==> src/verilog/acc_pkg.sv <==
// Constants for the comparator control block
package acc_pkg;
  // Register byte addresses on the bus
  localparam logic [11:0] ADDR_SPECIAL_IO  = 12'h000;
  localparam logic [11:0] ADDR_CMP_CTRL    = 12'h004;
  localparam logic [11:0] ADDR_IRQ_STATUS  = 12'h008;
  localparam logic [11:0] ADDR_IRQ_CLEAR   = 12'h00c;
  localparam logic [11:0] ADDR_IRQ_ENABLE  = 12'h010;
  localparam logic [11:0] ADDR_CORE_CTRL   = 12'h014;
  // Field positions, comparator control register
  localparam int BIT_DISABLE   = 7;
  localparam int BIT_BANDGAP   = 6;
  localparam int BIT_OUT_SYNC  = 5;
  localparam int BIT_IRQ_FLAG  = 4;
  localparam int BIT_IRQ_EN    = 3;
  localparam int BIT_CAPTURE   = 2;
  localparam int BIT_MODE_HI   = 1;
  localparam int BIT_MODE_LO   = 0;
  // Field positions, special function register
  localparam int BIT_NEG_MUX_EN = 3;
  localparam int BIT_SFIO_RO    = 4;
  // Field positions, converter stand-in register
  localparam int BIT_CONV_EN    = 3;
  localparam int SEL_LSB        = 0;
  localparam int SEL_W          = 3;
  // Reset values
  localparam logic [7:0] RST_SPECIAL_IO = 8'h00;
  localparam logic [7:0] RST_CMP_CTRL   = 8'h00;
  localparam logic [3:0] RST_CORE_CTRL  = 4'h0;
  // Edge mode encodings
  localparam logic [1:0] MODE_TOGGLE  = 2'h0;
  localparam logic [1:0] MODE_RSVD    = 2'h1;
  localparam logic [1:0] MODE_FALLING = 2'h2;
  localparam logic [1:0] MODE_RISING  = 2'h3;
  // Interrupt status bit positions
  localparam int EVT_CMP = 0;
  localparam int EVT_W   = 1;
endpackage
==> src/verilog/acc_comparator_control.sv <==
// Comparator control logic: input routing, sync, edge interrupt, APB regs
// Summary of operation
// - With the mux enable set and converter off, pin N of the select drives the negative input.
// - Otherwise the dedicated negative pin drives the negative input.
// - The disable bit powers the comparator off when one and on when zero.
// - The bandgap bit swaps the positive input for the bandgap reference.
// - The output status bit is the comparator result after a sync delay.
// - The flag is set when a synced output edge matches the selected mode.
// - The flag clears when the processor takes the comparator vector.
// - Writing one to the flag clears it, writing zero leaves it.
// - The request is high only with flag, enable and global enable all set.
// - The capture bit routes the output to the timer capture front end.
// - Mode 00 toggle, 01 reserved, 10 falling, 11 rising.
// - The analog core outputs one when positive exceeds negative.
//
// The APB register port and the register offsets were left to the implementer.
`timescale 1ns/1ps
module acc_comparator_control
  import acc_pkg::*;
#(
  parameter int NUM_INPUTS = 8
) (
  input  wire logic                     i_clock,
  input  wire logic                     i_rst_b,
  // APB slave
  input  wire logic                     i_psel,
  input  wire logic                     i_penable,
  input  wire logic                     i_pwrite,
  input  wire logic [11:0]              i_paddr,
  input  wire logic [31:0]              i_pwdata,
  output logic      [31:0]              o_prdata,
  output logic                          o_pready,
  output logic                          o_pslverr,
  // Processor side
  input  wire logic                     i_global_irq_en,
  input  wire logic                     i_vector_ack,
  // Analog core
  input  wire logic                     i_cmp_result,
  output logic                          o_cmp_power_off,
  output logic                          o_pos_bandgap_sel,
  output logic                          o_neg_use_mux,
  output logic [acc_pkg::SEL_W-1:0]     o_neg_mux_sel,
  // Timer capture and interrupts
  output logic                          o_capture_trigger,
  output logic                          o_cmp_irq,
  output logic                          o_irq
);

  // The reset synchroniser stays outside the state record: it runs on the
  // raw reset while everything else runs on its released copy, and a record
  // written from two processes would have two drivers
  typedef struct packed {
    logic [1:0]       cmp_sync;
    logic             cmp_prev;
    logic [7:0]       special_io_reg;
    logic [7:0]       ctrl_reg;
    logic [3:0]       core_reg;
    logic [EVT_W-1:0] status_reg;
    logic [EVT_W-1:0] enable_reg;
    logic [31:0]      prdata;
    logic             pready;
    logic             pslverr;
    logic             power_off;
    logic             bandgap;
    logic             use_mux;
    logic [SEL_W-1:0] mux_sel;
    logic             capture;
    logic             cmp_irq;
    logic             irq;
  } acc_state_t;

  acc_state_t state_reg;
  acc_state_t state_next;
  logic [1:0] rst_sync_reg;
  logic       rst_b;

  // Reset is released through two flops; assert stays asynchronous.
  // Releasing on the clock keeps every flop leaving reset in one cycle,
  // so no register sees half of the block awake
  always_ff @(posedge i_clock or negedge i_rst_b) begin
    if (!i_rst_b) begin
      rst_sync_reg <= 2'h0;
    end else begin
      rst_sync_reg <= {rst_sync_reg[0], 1'b1};
    end
  end
  assign rst_b = rst_sync_reg[1];

  // Decodes whether a bus write hits a given address
  function automatic logic wr_hit(input logic [11:0] addr);
    return i_psel && i_penable && i_pwrite && !state_reg.pready &&
           (i_paddr == addr);
  endfunction

  // Edge match per mode; reserved mode never fires
  function automatic logic edge_match(input logic [1:0] mode,
                                      input logic       cur,
                                      input logic       prev);
    logic hit;
    hit = 1'b0;
    case (mode)
      MODE_TOGGLE:  hit = cur ^ prev;
      MODE_RSVD:    hit = 1'b0;
      MODE_FALLING: hit = prev & ~cur;
      MODE_RISING:  hit = cur & ~prev;
      default:      hit = 1'b0;
    endcase
    return hit;
  endfunction

  // Sticky bit update: cleared by its clear source, but a new event in the
  // same cycle wins so an edge that lands on the clear is never lost
  function automatic logic flag_update(input logic cur,
                                       input logic clr,
                                       input logic set);
    logic nxt;
    nxt = cur;
    if (clr) begin
      nxt = 1'b0;
    end
    if (set) begin
      nxt = 1'b1;
    end
    return nxt;
  endfunction

  // Negative input routing: the converter pins only take over while the
  // converter itself is off, since it owns the same multiplexer.
  // A select beyond the fitted pins falls back to the dedicated pin
  function automatic logic route_to_mux(input logic [7:0] sfio,
                                        input logic [3:0] core);
    logic on;
    on = sfio[BIT_NEG_MUX_EN] && !core[BIT_CONV_EN];
    if (32'(core[SEL_LSB +: SEL_W]) >= NUM_INPUTS) begin
      on = 1'b0;
    end
    return on;
  endfunction

  // True for every address that holds a register; anything else is refused
  function automatic logic addr_mapped(input logic [11:0] addr);
    logic hit;
    hit = 1'b0;
    case (addr)
      ADDR_SPECIAL_IO: hit = 1'b1;
      ADDR_CMP_CTRL:   hit = 1'b1;
      ADDR_IRQ_STATUS: hit = 1'b1;
      ADDR_IRQ_CLEAR:  hit = 1'b1;
      ADDR_IRQ_ENABLE: hit = 1'b1;
      ADDR_CORE_CTRL:  hit = 1'b1;
      default:         hit = 1'b0;
    endcase
    return hit;
  endfunction

  // Read word for an address; registers are narrower than the bus, so the
  // upper bits are zero rather than left floating. The clear register is
  // write-only and reads zero so software never mistakes it for status
  function automatic logic [31:0] read_word(input logic [11:0] addr,
                                            input logic [7:0]  ctrl_now);
    logic [31:0] word;
    word = 32'h0000_0000;
    case (addr)
      ADDR_SPECIAL_IO: word = 32'(state_reg.special_io_reg);
      ADDR_CMP_CTRL:   word = 32'(ctrl_now);
      ADDR_IRQ_STATUS: word = 32'(state_reg.status_reg);
      ADDR_IRQ_ENABLE: word = 32'(state_reg.enable_reg);
      ADDR_CORE_CTRL:  word = 32'(state_reg.core_reg);
      default:         word = 32'h0000_0000;
    endcase
    return word;
  endfunction

  // Next state of everything
  always_comb begin
    logic       evt;
    logic       flag;
    logic       clr;
    logic       mux_on;
    logic [7:0] ctrl_rd;
    evt     = 1'b0;
    flag    = 1'b0;
    clr     = 1'b0;
    mux_on  = 1'b0;
    ctrl_rd = 8'h00;
    state_next = state_reg;

    // Two-flop sync of the analog result; second stage is the status bit
    state_next.cmp_sync = {state_reg.cmp_sync[0], i_cmp_result};
    state_next.cmp_prev = state_reg.cmp_sync[1];

    // Edge compare on synced samples, gated by the mode bits
    evt = edge_match(state_reg.ctrl_reg[BIT_MODE_HI:BIT_MODE_LO],
                     state_reg.cmp_sync[1], state_reg.cmp_prev);

    // Flag clear by vector or by a one written; a new event wins
    clr = i_vector_ack;
    if (wr_hit(ADDR_CMP_CTRL) && i_pwdata[BIT_IRQ_FLAG]) begin
      clr = 1'b1;
    end
    flag = flag_update(state_reg.ctrl_reg[BIT_IRQ_FLAG], clr, evt);

    // Control register writes; output and flag bits are not stored
    if (wr_hit(ADDR_CMP_CTRL)) begin
      state_next.ctrl_reg = i_pwdata[7:0];
    end
    state_next.ctrl_reg[BIT_OUT_SYNC] = 1'b0;
    state_next.ctrl_reg[BIT_IRQ_FLAG] = flag;

    // Special function register; bit 4 reads as zero
    if (wr_hit(ADDR_SPECIAL_IO)) begin
      state_next.special_io_reg = i_pwdata[7:0];
      state_next.special_io_reg[BIT_SFIO_RO] = 1'b0;
    end
    if (wr_hit(ADDR_CORE_CTRL)) begin
      state_next.core_reg = i_pwdata[3:0];
    end

    // Block status register: sticky event, W1C clear, set wins
    // The block status bit follows the same set-wins rule as the flag
    state_next.status_reg[EVT_CMP] =
      flag_update(state_reg.status_reg[EVT_CMP],
                  wr_hit(ADDR_IRQ_CLEAR) && i_pwdata[EVT_CMP], evt);
    if (wr_hit(ADDR_IRQ_ENABLE)) begin
      state_next.enable_reg = i_pwdata[EVT_W-1:0];
    end

    // Negative input routing from next register values
    // Next values are used so the routing pins move with the write itself
    mux_on = route_to_mux(state_next.special_io_reg,
                          state_next.core_reg);
    state_next.use_mux = mux_on;
    state_next.mux_sel = mux_on ?
      state_next.core_reg[SEL_LSB +: SEL_W] : '0;
    state_next.power_off = state_next.ctrl_reg[BIT_DISABLE];
    state_next.bandgap   = state_next.ctrl_reg[BIT_BANDGAP];
    state_next.capture   = state_next.ctrl_reg[BIT_CAPTURE] &&
                           state_next.cmp_sync[1];

    // Processor request and block interrupt output
    state_next.cmp_irq = flag && state_next.ctrl_reg[BIT_IRQ_EN] &&
                         i_global_irq_en;
    state_next.irq = |(state_next.status_reg & state_next.enable_reg);

    // APB answer: one wait state, unmapped addresses give an error
    ctrl_rd = state_reg.ctrl_reg;
    ctrl_rd[BIT_OUT_SYNC] = state_reg.cmp_sync[1];
    state_next.pready  = 1'b0;
    state_next.pslverr = 1'b0;
    state_next.prdata  = 32'h0000_0000;
    // The pready term stops a held access from being taken a second time
    if (i_psel && i_penable && !state_reg.pready) begin
      state_next.pready  = 1'b1;
      state_next.pslverr = !addr_mapped(i_paddr);
      if (!i_pwrite) begin
        state_next.prdata = read_word(i_paddr, ctrl_rd);
      end
    end
  end

  // All state but the reset synchroniser, registered on the clean reset
  always_ff @(posedge i_clock or negedge rst_b) begin
    if (!rst_b) begin
      state_reg.cmp_sync       <= 2'h0;
      state_reg.cmp_prev       <= 1'b0;
      state_reg.special_io_reg <= RST_SPECIAL_IO;
      state_reg.ctrl_reg       <= RST_CMP_CTRL;
      state_reg.core_reg       <= RST_CORE_CTRL;
      state_reg.status_reg     <= '0;
      state_reg.enable_reg     <= '0;
      state_reg.prdata         <= 32'h0000_0000;
      state_reg.pready         <= 1'b0;
      state_reg.pslverr        <= 1'b0;
      state_reg.power_off      <= 1'b0;
      state_reg.bandgap        <= 1'b0;
      state_reg.use_mux        <= 1'b0;
      state_reg.mux_sel        <= '0;
      state_reg.capture        <= 1'b0;
      state_reg.cmp_irq        <= 1'b0;
      state_reg.irq            <= 1'b0;
    end else begin
      state_reg.cmp_sync       <= state_next.cmp_sync;
      state_reg.cmp_prev       <= state_next.cmp_prev;
      state_reg.special_io_reg <= state_next.special_io_reg;
      state_reg.ctrl_reg       <= state_next.ctrl_reg;
      state_reg.core_reg       <= state_next.core_reg;
      state_reg.status_reg     <= state_next.status_reg;
      state_reg.enable_reg     <= state_next.enable_reg;
      state_reg.prdata         <= state_next.prdata;
      state_reg.pready         <= state_next.pready;
      state_reg.pslverr        <= state_next.pslverr;
      state_reg.power_off      <= state_next.power_off;
      state_reg.bandgap        <= state_next.bandgap;
      state_reg.use_mux        <= state_next.use_mux;
      state_reg.mux_sel        <= state_next.mux_sel;
      state_reg.capture        <= state_next.capture;
      state_reg.cmp_irq        <= state_next.cmp_irq;
      state_reg.irq            <= state_next.irq;
    end
  end

  // Outputs straight from flops
  assign o_prdata          = state_reg.prdata;
  assign o_pready          = state_reg.pready;
  assign o_pslverr         = state_reg.pslverr;
  assign o_cmp_power_off   = state_reg.power_off;
  assign o_pos_bandgap_sel = state_reg.bandgap;
  assign o_neg_use_mux     = state_reg.use_mux;
  assign o_neg_mux_sel     = state_reg.mux_sel;
  assign o_capture_trigger = state_reg.capture;
  assign o_cmp_irq         = state_reg.cmp_irq;
  assign o_irq             = state_reg.irq;

endmodule // acc_comparator_control

==> config.mk <==
export PLATFORM = sky130hd
export DESIGN_NAME = acc_comparator_control
export DESIGN_NICKNAME = d
export VERILOG_FILES = /design/src/verilog/acc_pkg.sv /design/src/verilog/acc_comparator_control.sv
export SDC_FILE = /design/constraint.sdc
export NUM_CORES = 1
export LEC_CHECK = 0
export ABC_AREA = 1
export BUFFER_PORTS_ARGS = -buffer_cell sky130_fd_sc_hd__buf_2
export CORE_MARGIN = 5
export CORE_UTILIZATION = 40
export CTS_BUF_LIST = sky130_fd_sc_hd__clkbuf_8
export DETAILED_ROUTE_END_ITERATION = 7
export GPL_TIMING_DRIVEN = 0
export PLACE_DENSITY = 0.69
export REMOVE_ABC_BUFFERS = 1
export SYNTH_ARGS = -nofsm -noshare
export SYNTH_HDL_FRONTEND = slang
export SYNTH_SLANG_ARGS = --single-unit
==> constraint.sdc <==
create_clock -name i_clock -period 1.85 [get_ports i_clock]
set_clock_uncertainty 0.2 [all_clocks]
set_input_delay 0.185 -clock i_clock [delete_from_list [all_inputs] [get_ports i_clock]]
set_output_delay 0.185 -clock i_clock [all_outputs]
set_load 0.1 [all_outputs]
### Yosys cells after proc, flatten, opt, wreduce, memory -nomap -nowiden

Index checks and enable logic that the tools add are counted.

| storage, ports and cells | value |
|---|---|
| register bits | 68 |
| logic and storage cells | 71 |

| cells by class | value |
|---|---|
| muxes and demuxes | 16 |
| reduce and logical (&&, ||, !) cells | 21 |
| bitwise gates (word level) | 6 |
| equality and inequality tests | 8 |

Operators by type and width:

| cell | number |
|---|---|
| $pmux W8 S5 | 1 |
| $eq A12 B4 Y1 const B | 2 |
| $eq A12 B5 Y1 const B | 2 |
| $mux W8 | 2 |
| $logic_and A1 B1 Y1 | 15 |
| $eq A12 B3 Y1 const B | 1 |
| $logic_not A12 Y1 | 1 |
| $mux W10 | 1 |
| $mux W1 | 8 |
| $mux W4 | 2 |
| $reduce_or A6 Y1 | 1 |
| $eq A2 B2 Y1 const B | 2 |
| $pmux W1 S4 | 1 |
| $and A1 B1 Y1 | 3 |
| $logic_not A1 Y1 | 3 |
| $mux W3 | 1 |
| $eq A2 B1 Y1 const B | 1 |
| $logic_not A2 Y1 | 1 |
| $not A1 Y1 | 2 |
| $xor A1 B1 Y1 | 1 |

### Logic depth before layout (Yosys ltp)

| logic depth | value |
|---|---|
| word-level depth | 10 |
| depth in mapped cells | 9 |

### Worst setup path before layout

OpenSTA, ideal clock, no wires.

| timing path | value |
|---|---|
| kind | register -> register |
| from | register state_reg (netlist bit o_pready) |
| to | register state_reg (netlist bit o_capture_trigger) |
| clock period less this slack | 1893 ps |
| path slack | -43 ps |
| required time | 1529 ps |
| cell stages (with the launch flop) | 6 |
| arrival | 1572 ps |
| library setup time | 121 ps |
| cell sequence | dfrtp_1 -> nor2_4 -> nand3_2 -> buf_6 -> o21ai_1 -> nor2_1 |

RTL lines:

| item | RTL line | RTL |
|---|---|---|
| start, declared | acc_comparator_control.sv:72 | `acc_state_t state_reg;` |

==> impl_metrics.csv <==
group,metric,value,unit
run_status,status,"completed",
timing,report.final.setup_viol,0,
synthesis,synth_warnings,0,
worst_setup_path,crit_cells,9,
worst_setup_path,worst-path-buf-inv,3,
timing,report.final.slew_viol_count,0,
grt,grt_max_degree,41,
worst_setup_path,cp_max_fo,11,
worst_setup_path,critPathArrivalTime,1.80,ns
worst_setup_path,crit_top_cell,"nand3_1",
routing,vias,1637,
floorplanning,ioPinCount,95,
routing,via_per_inst,4.21,
clock_network,insertion_delay,0.30,ns
synthesis,synth_seq_cells,42,
layout,areaGrowthSynthToFinish,19.8,%
layout,largest_register_ffs,21,
floorplanning,die-area,0.00717,mm^2
routing,drt-pass1-iter-count,4,
worst_setup_path,crit_type,"in -> reg",
flow_run,drv_cap,0,
routing,drt_iter0_markers,73,
routing,drc,0,
grt,antenna_found_initial,0,
worst_setup_path,critical_path.max_stage_delay,0.52,ns
timing,maxSlewHeadroom,0.447,
worst_setup_path,crit_family,"simple AND/OR/NAND/NOR gates",
power_and_ir_drop,leakage,0.00143,uW
timing,fmax,566,MHz
layout,ff_latch_area,0.00105,mm^2
timing,tightest_slew,0.829,ns
layout,nets,370,
placement,dp_cells,361,
timing,fin_crit_sh,0.956,
layout,stdcell_area,0.00268,mm^2
clock_network,ctsHtreeMaxLevel,2,
timing,finalHoldViolCount,0,
grt,grt_pass1_vias,1668,
layout,multi_input_area,803,um^2
timing,min_period,1.77,ns
clock_network,cts_sinks,42,
worst_setup_path,crit_slowest_cell,"dlygate4sd3_1",
worst_setup_path,crit_path_end_kind,"flip-flop",
placement,dpl_cell_area,0.00232,mm^2
worst_setup_path,crit_chain,"dlygate4sd3_1, buf_2, nand3_1, nor2_4, buf_12, nand3_2, nand2_1, nand3_1, nor2_1",
clock_network,cts-root-buf,"clkbuf_8",
floorplanning,die_y,84.7,um
worst_setup_path,r2r_cells,8,
synthesis,synth.distinct_cells,23,
clock_network,cts_tree,"yes",
synthesis,yosysTopAreaCell,"dfrtp_1",
routing,routedWlPerCell,10.8,um
clock_network,cts_inserted_buffers,5,
placement,hpwl,3060,um
synthesis,yosysSeqAreaShare,0.471,
hold_path,min_path_cells,4,
worst_setup_path,startpoint_type,"input port",
layout,utilization,0.489,
placement,place.port_buffers,46,
clock_network,clk_pin_slew,0.08,ns
floorplanning,num_rows,27,
layout,final_cells,389,
layout,n_fill_cell,546,
routing,ant_nets,0,
layout,n_antenna_cell,0,
synthesis,synth_area_leaders,"dfrtp_1 47%, buf_4 12%, inv_1 6.9%",
synthesis,post-synth-top-area-fraction,0.471,
floorplanning,start_util,0.408,
synthesis,syn-cell-area,0.00223,mm^2
timing,fin_tns_setup,0,ns
power_and_ir_drop,cellPowerDensity,822,mW/mm^2
worst_setup_path,cp.required,1.88,ns
grt,grt_overflow,0,
layout,drive_gt1_frac,0.256,
synthesis,avgSynthCellArea,8.62,um^2
grt,grt_pass1_wl,7320,um
grt,grt_use_total,0.125,
floorplanning,fp.dieW,84.7,um
power_and_ir_drop,ir_drop,0.000434,V
hold_path,hold_class,"in -> reg",
clock_network,cts.path.max_buffers,2,
placement,routabilityCongestion,0.770,
synthesis,synth_cells,259,
floorplanning,coreArea,0.00547,mm^2
routing,finalWirelength,4200,um
## worst register-to-register path, cell delays in order (launching register included)
cell	delay, ns
dfrtp_1	0.43
ha_1	0.29
nor2_1	0.09
o22ai_1	0.07
nor2_1	0.18
inv_1	0.07
nand2_1	0.09
nand2_1	0.05
inv_1	0.05
## synthesized netlist by cell type
cell	n
dfrtp_1	42
o21ai_1	4
nand4_1	3
and2_1	1
buf_6	1
nand3_4	1
o22ai_1	1
nand4_2	1
a21oi_2	1
ha_1	2
nand3_1	19
nand2_2	6
nor2_1	34
o21ai_0	13
inv_1	41
nor3_1	1
buf_4	36
buf_12	2
conb_1	2
nand3_2	4
nand2_1	37
o21ai_2	2
nor2_4	5
## cell families (layout without fill, tap and decap cells)
group,Yosys count,after routing,share of synthesized area
simple gates,112,112,0.249
fa+ha+maj,2,2,0.0112
buf+inv,80,115,0.213
other cells,2,25,0.00336
compound gates,21,21,0.0527
flops,42,42,0.471
## path summary, 6_finish.rpt
| path | from | end | slack, ns |
|---|---|---|---|
| max reg2reg | state_next[65] | o_irq | 0.29 |
| max in group asynchronous | rst_sync_reg[1] | o_prdata[0] | 0.75 |
| min | i_vector_ack | state_reg[53] | 0.03 |
| min in group asynchronous | rst_sync_reg[1] | o_neg_mux_sel[2] | 0.18 |
| min reg2reg | rst_sync_reg[0] | rst_sync_reg[1] | 0.17 |
| max | i_psel | o_cmp_irq | 0.08 |
## layer usage
layer,GRT usage,wire length (um),vias up,part of all wire
met1,0.147,1810,744,0.43
met3,0.0402,295,4,0.070
met4,0.0475,40,0,0.0095
met2,0.211,2050,42,0.49
met5,0,0,-,0
li1,-,-,847,-
## through the flow
step | hold slack, ns | worst slack (ns) | power (uW)
2_1_floorplan | -0.311 | -0.0449 | 1260
3_3_place_gp | -0.230 | -0.0924 | 1310
3_5_place_dp | -0.229 | -0.117 | 1320
4_1_cts | 0.0165 | 0.0603 | 2220
5_1_grt | 0.0393 | -0.00410 | 2280
6_report | 0.0291 | 0.0817 | 2200
## cells in the final DEF, fill, tap and decap left out, types with 2 or more instances in the layout
master / synthesis / final
dfrtp_1: 42 / 41
o21ai_0: 13 / 11
nand3_2: 4 / 3
nand2_2: 6 / 6
nand2_1: 37 / 37
nand4_1: 3 / 3
nor2_4: 5 / 5
nand3_1: 19 / 19
bufinv_16: 0 / 2
o21ai_2: 2 / 3
inv_1: 41 / 41
buf_4: 36 / 2
nand3_4: 1 / 2
buf_6: 1 / 2
ha_1: 2 / 2
clkbuf_8: 0 / 5
nor2_1: 34 / 34
o21ai_1: 4 / 5
conb_1: 2 / 25
buf_2: 0 / 46
dlygate4sd3_1: 0 / 15
## repair_timing
action,4_1_cts,5_1_grt
hold buffers,15,0
endpoints found under the setup margin,0,10
resized for setup,0,6
buffers inserted,0,5
hold endpoints to repair,23,0
## area by class of cell
type | count | area share
clock buffers | 5 | 0.0257
clock inverters | 3 | 0.0257
inverters | 41 | 0.0575
multi-input cells | 160 | 0.300
flip-flops and latches | 42 | 0.393
well taps | 72 | 0.0337
repair buffers | 66 | 0.164
## power breakdown
part	switching (uW)	total (uW)	leakage, uW	internal [uW]
Combinational	312	380	0.000835	68.4
Sequential	22.3	953	0.000524	931
Clock	326	866	0.0000683	541
Total	660	2200	0.00143	1540
No activity file was read; power rests on OpenSTA's default activity.
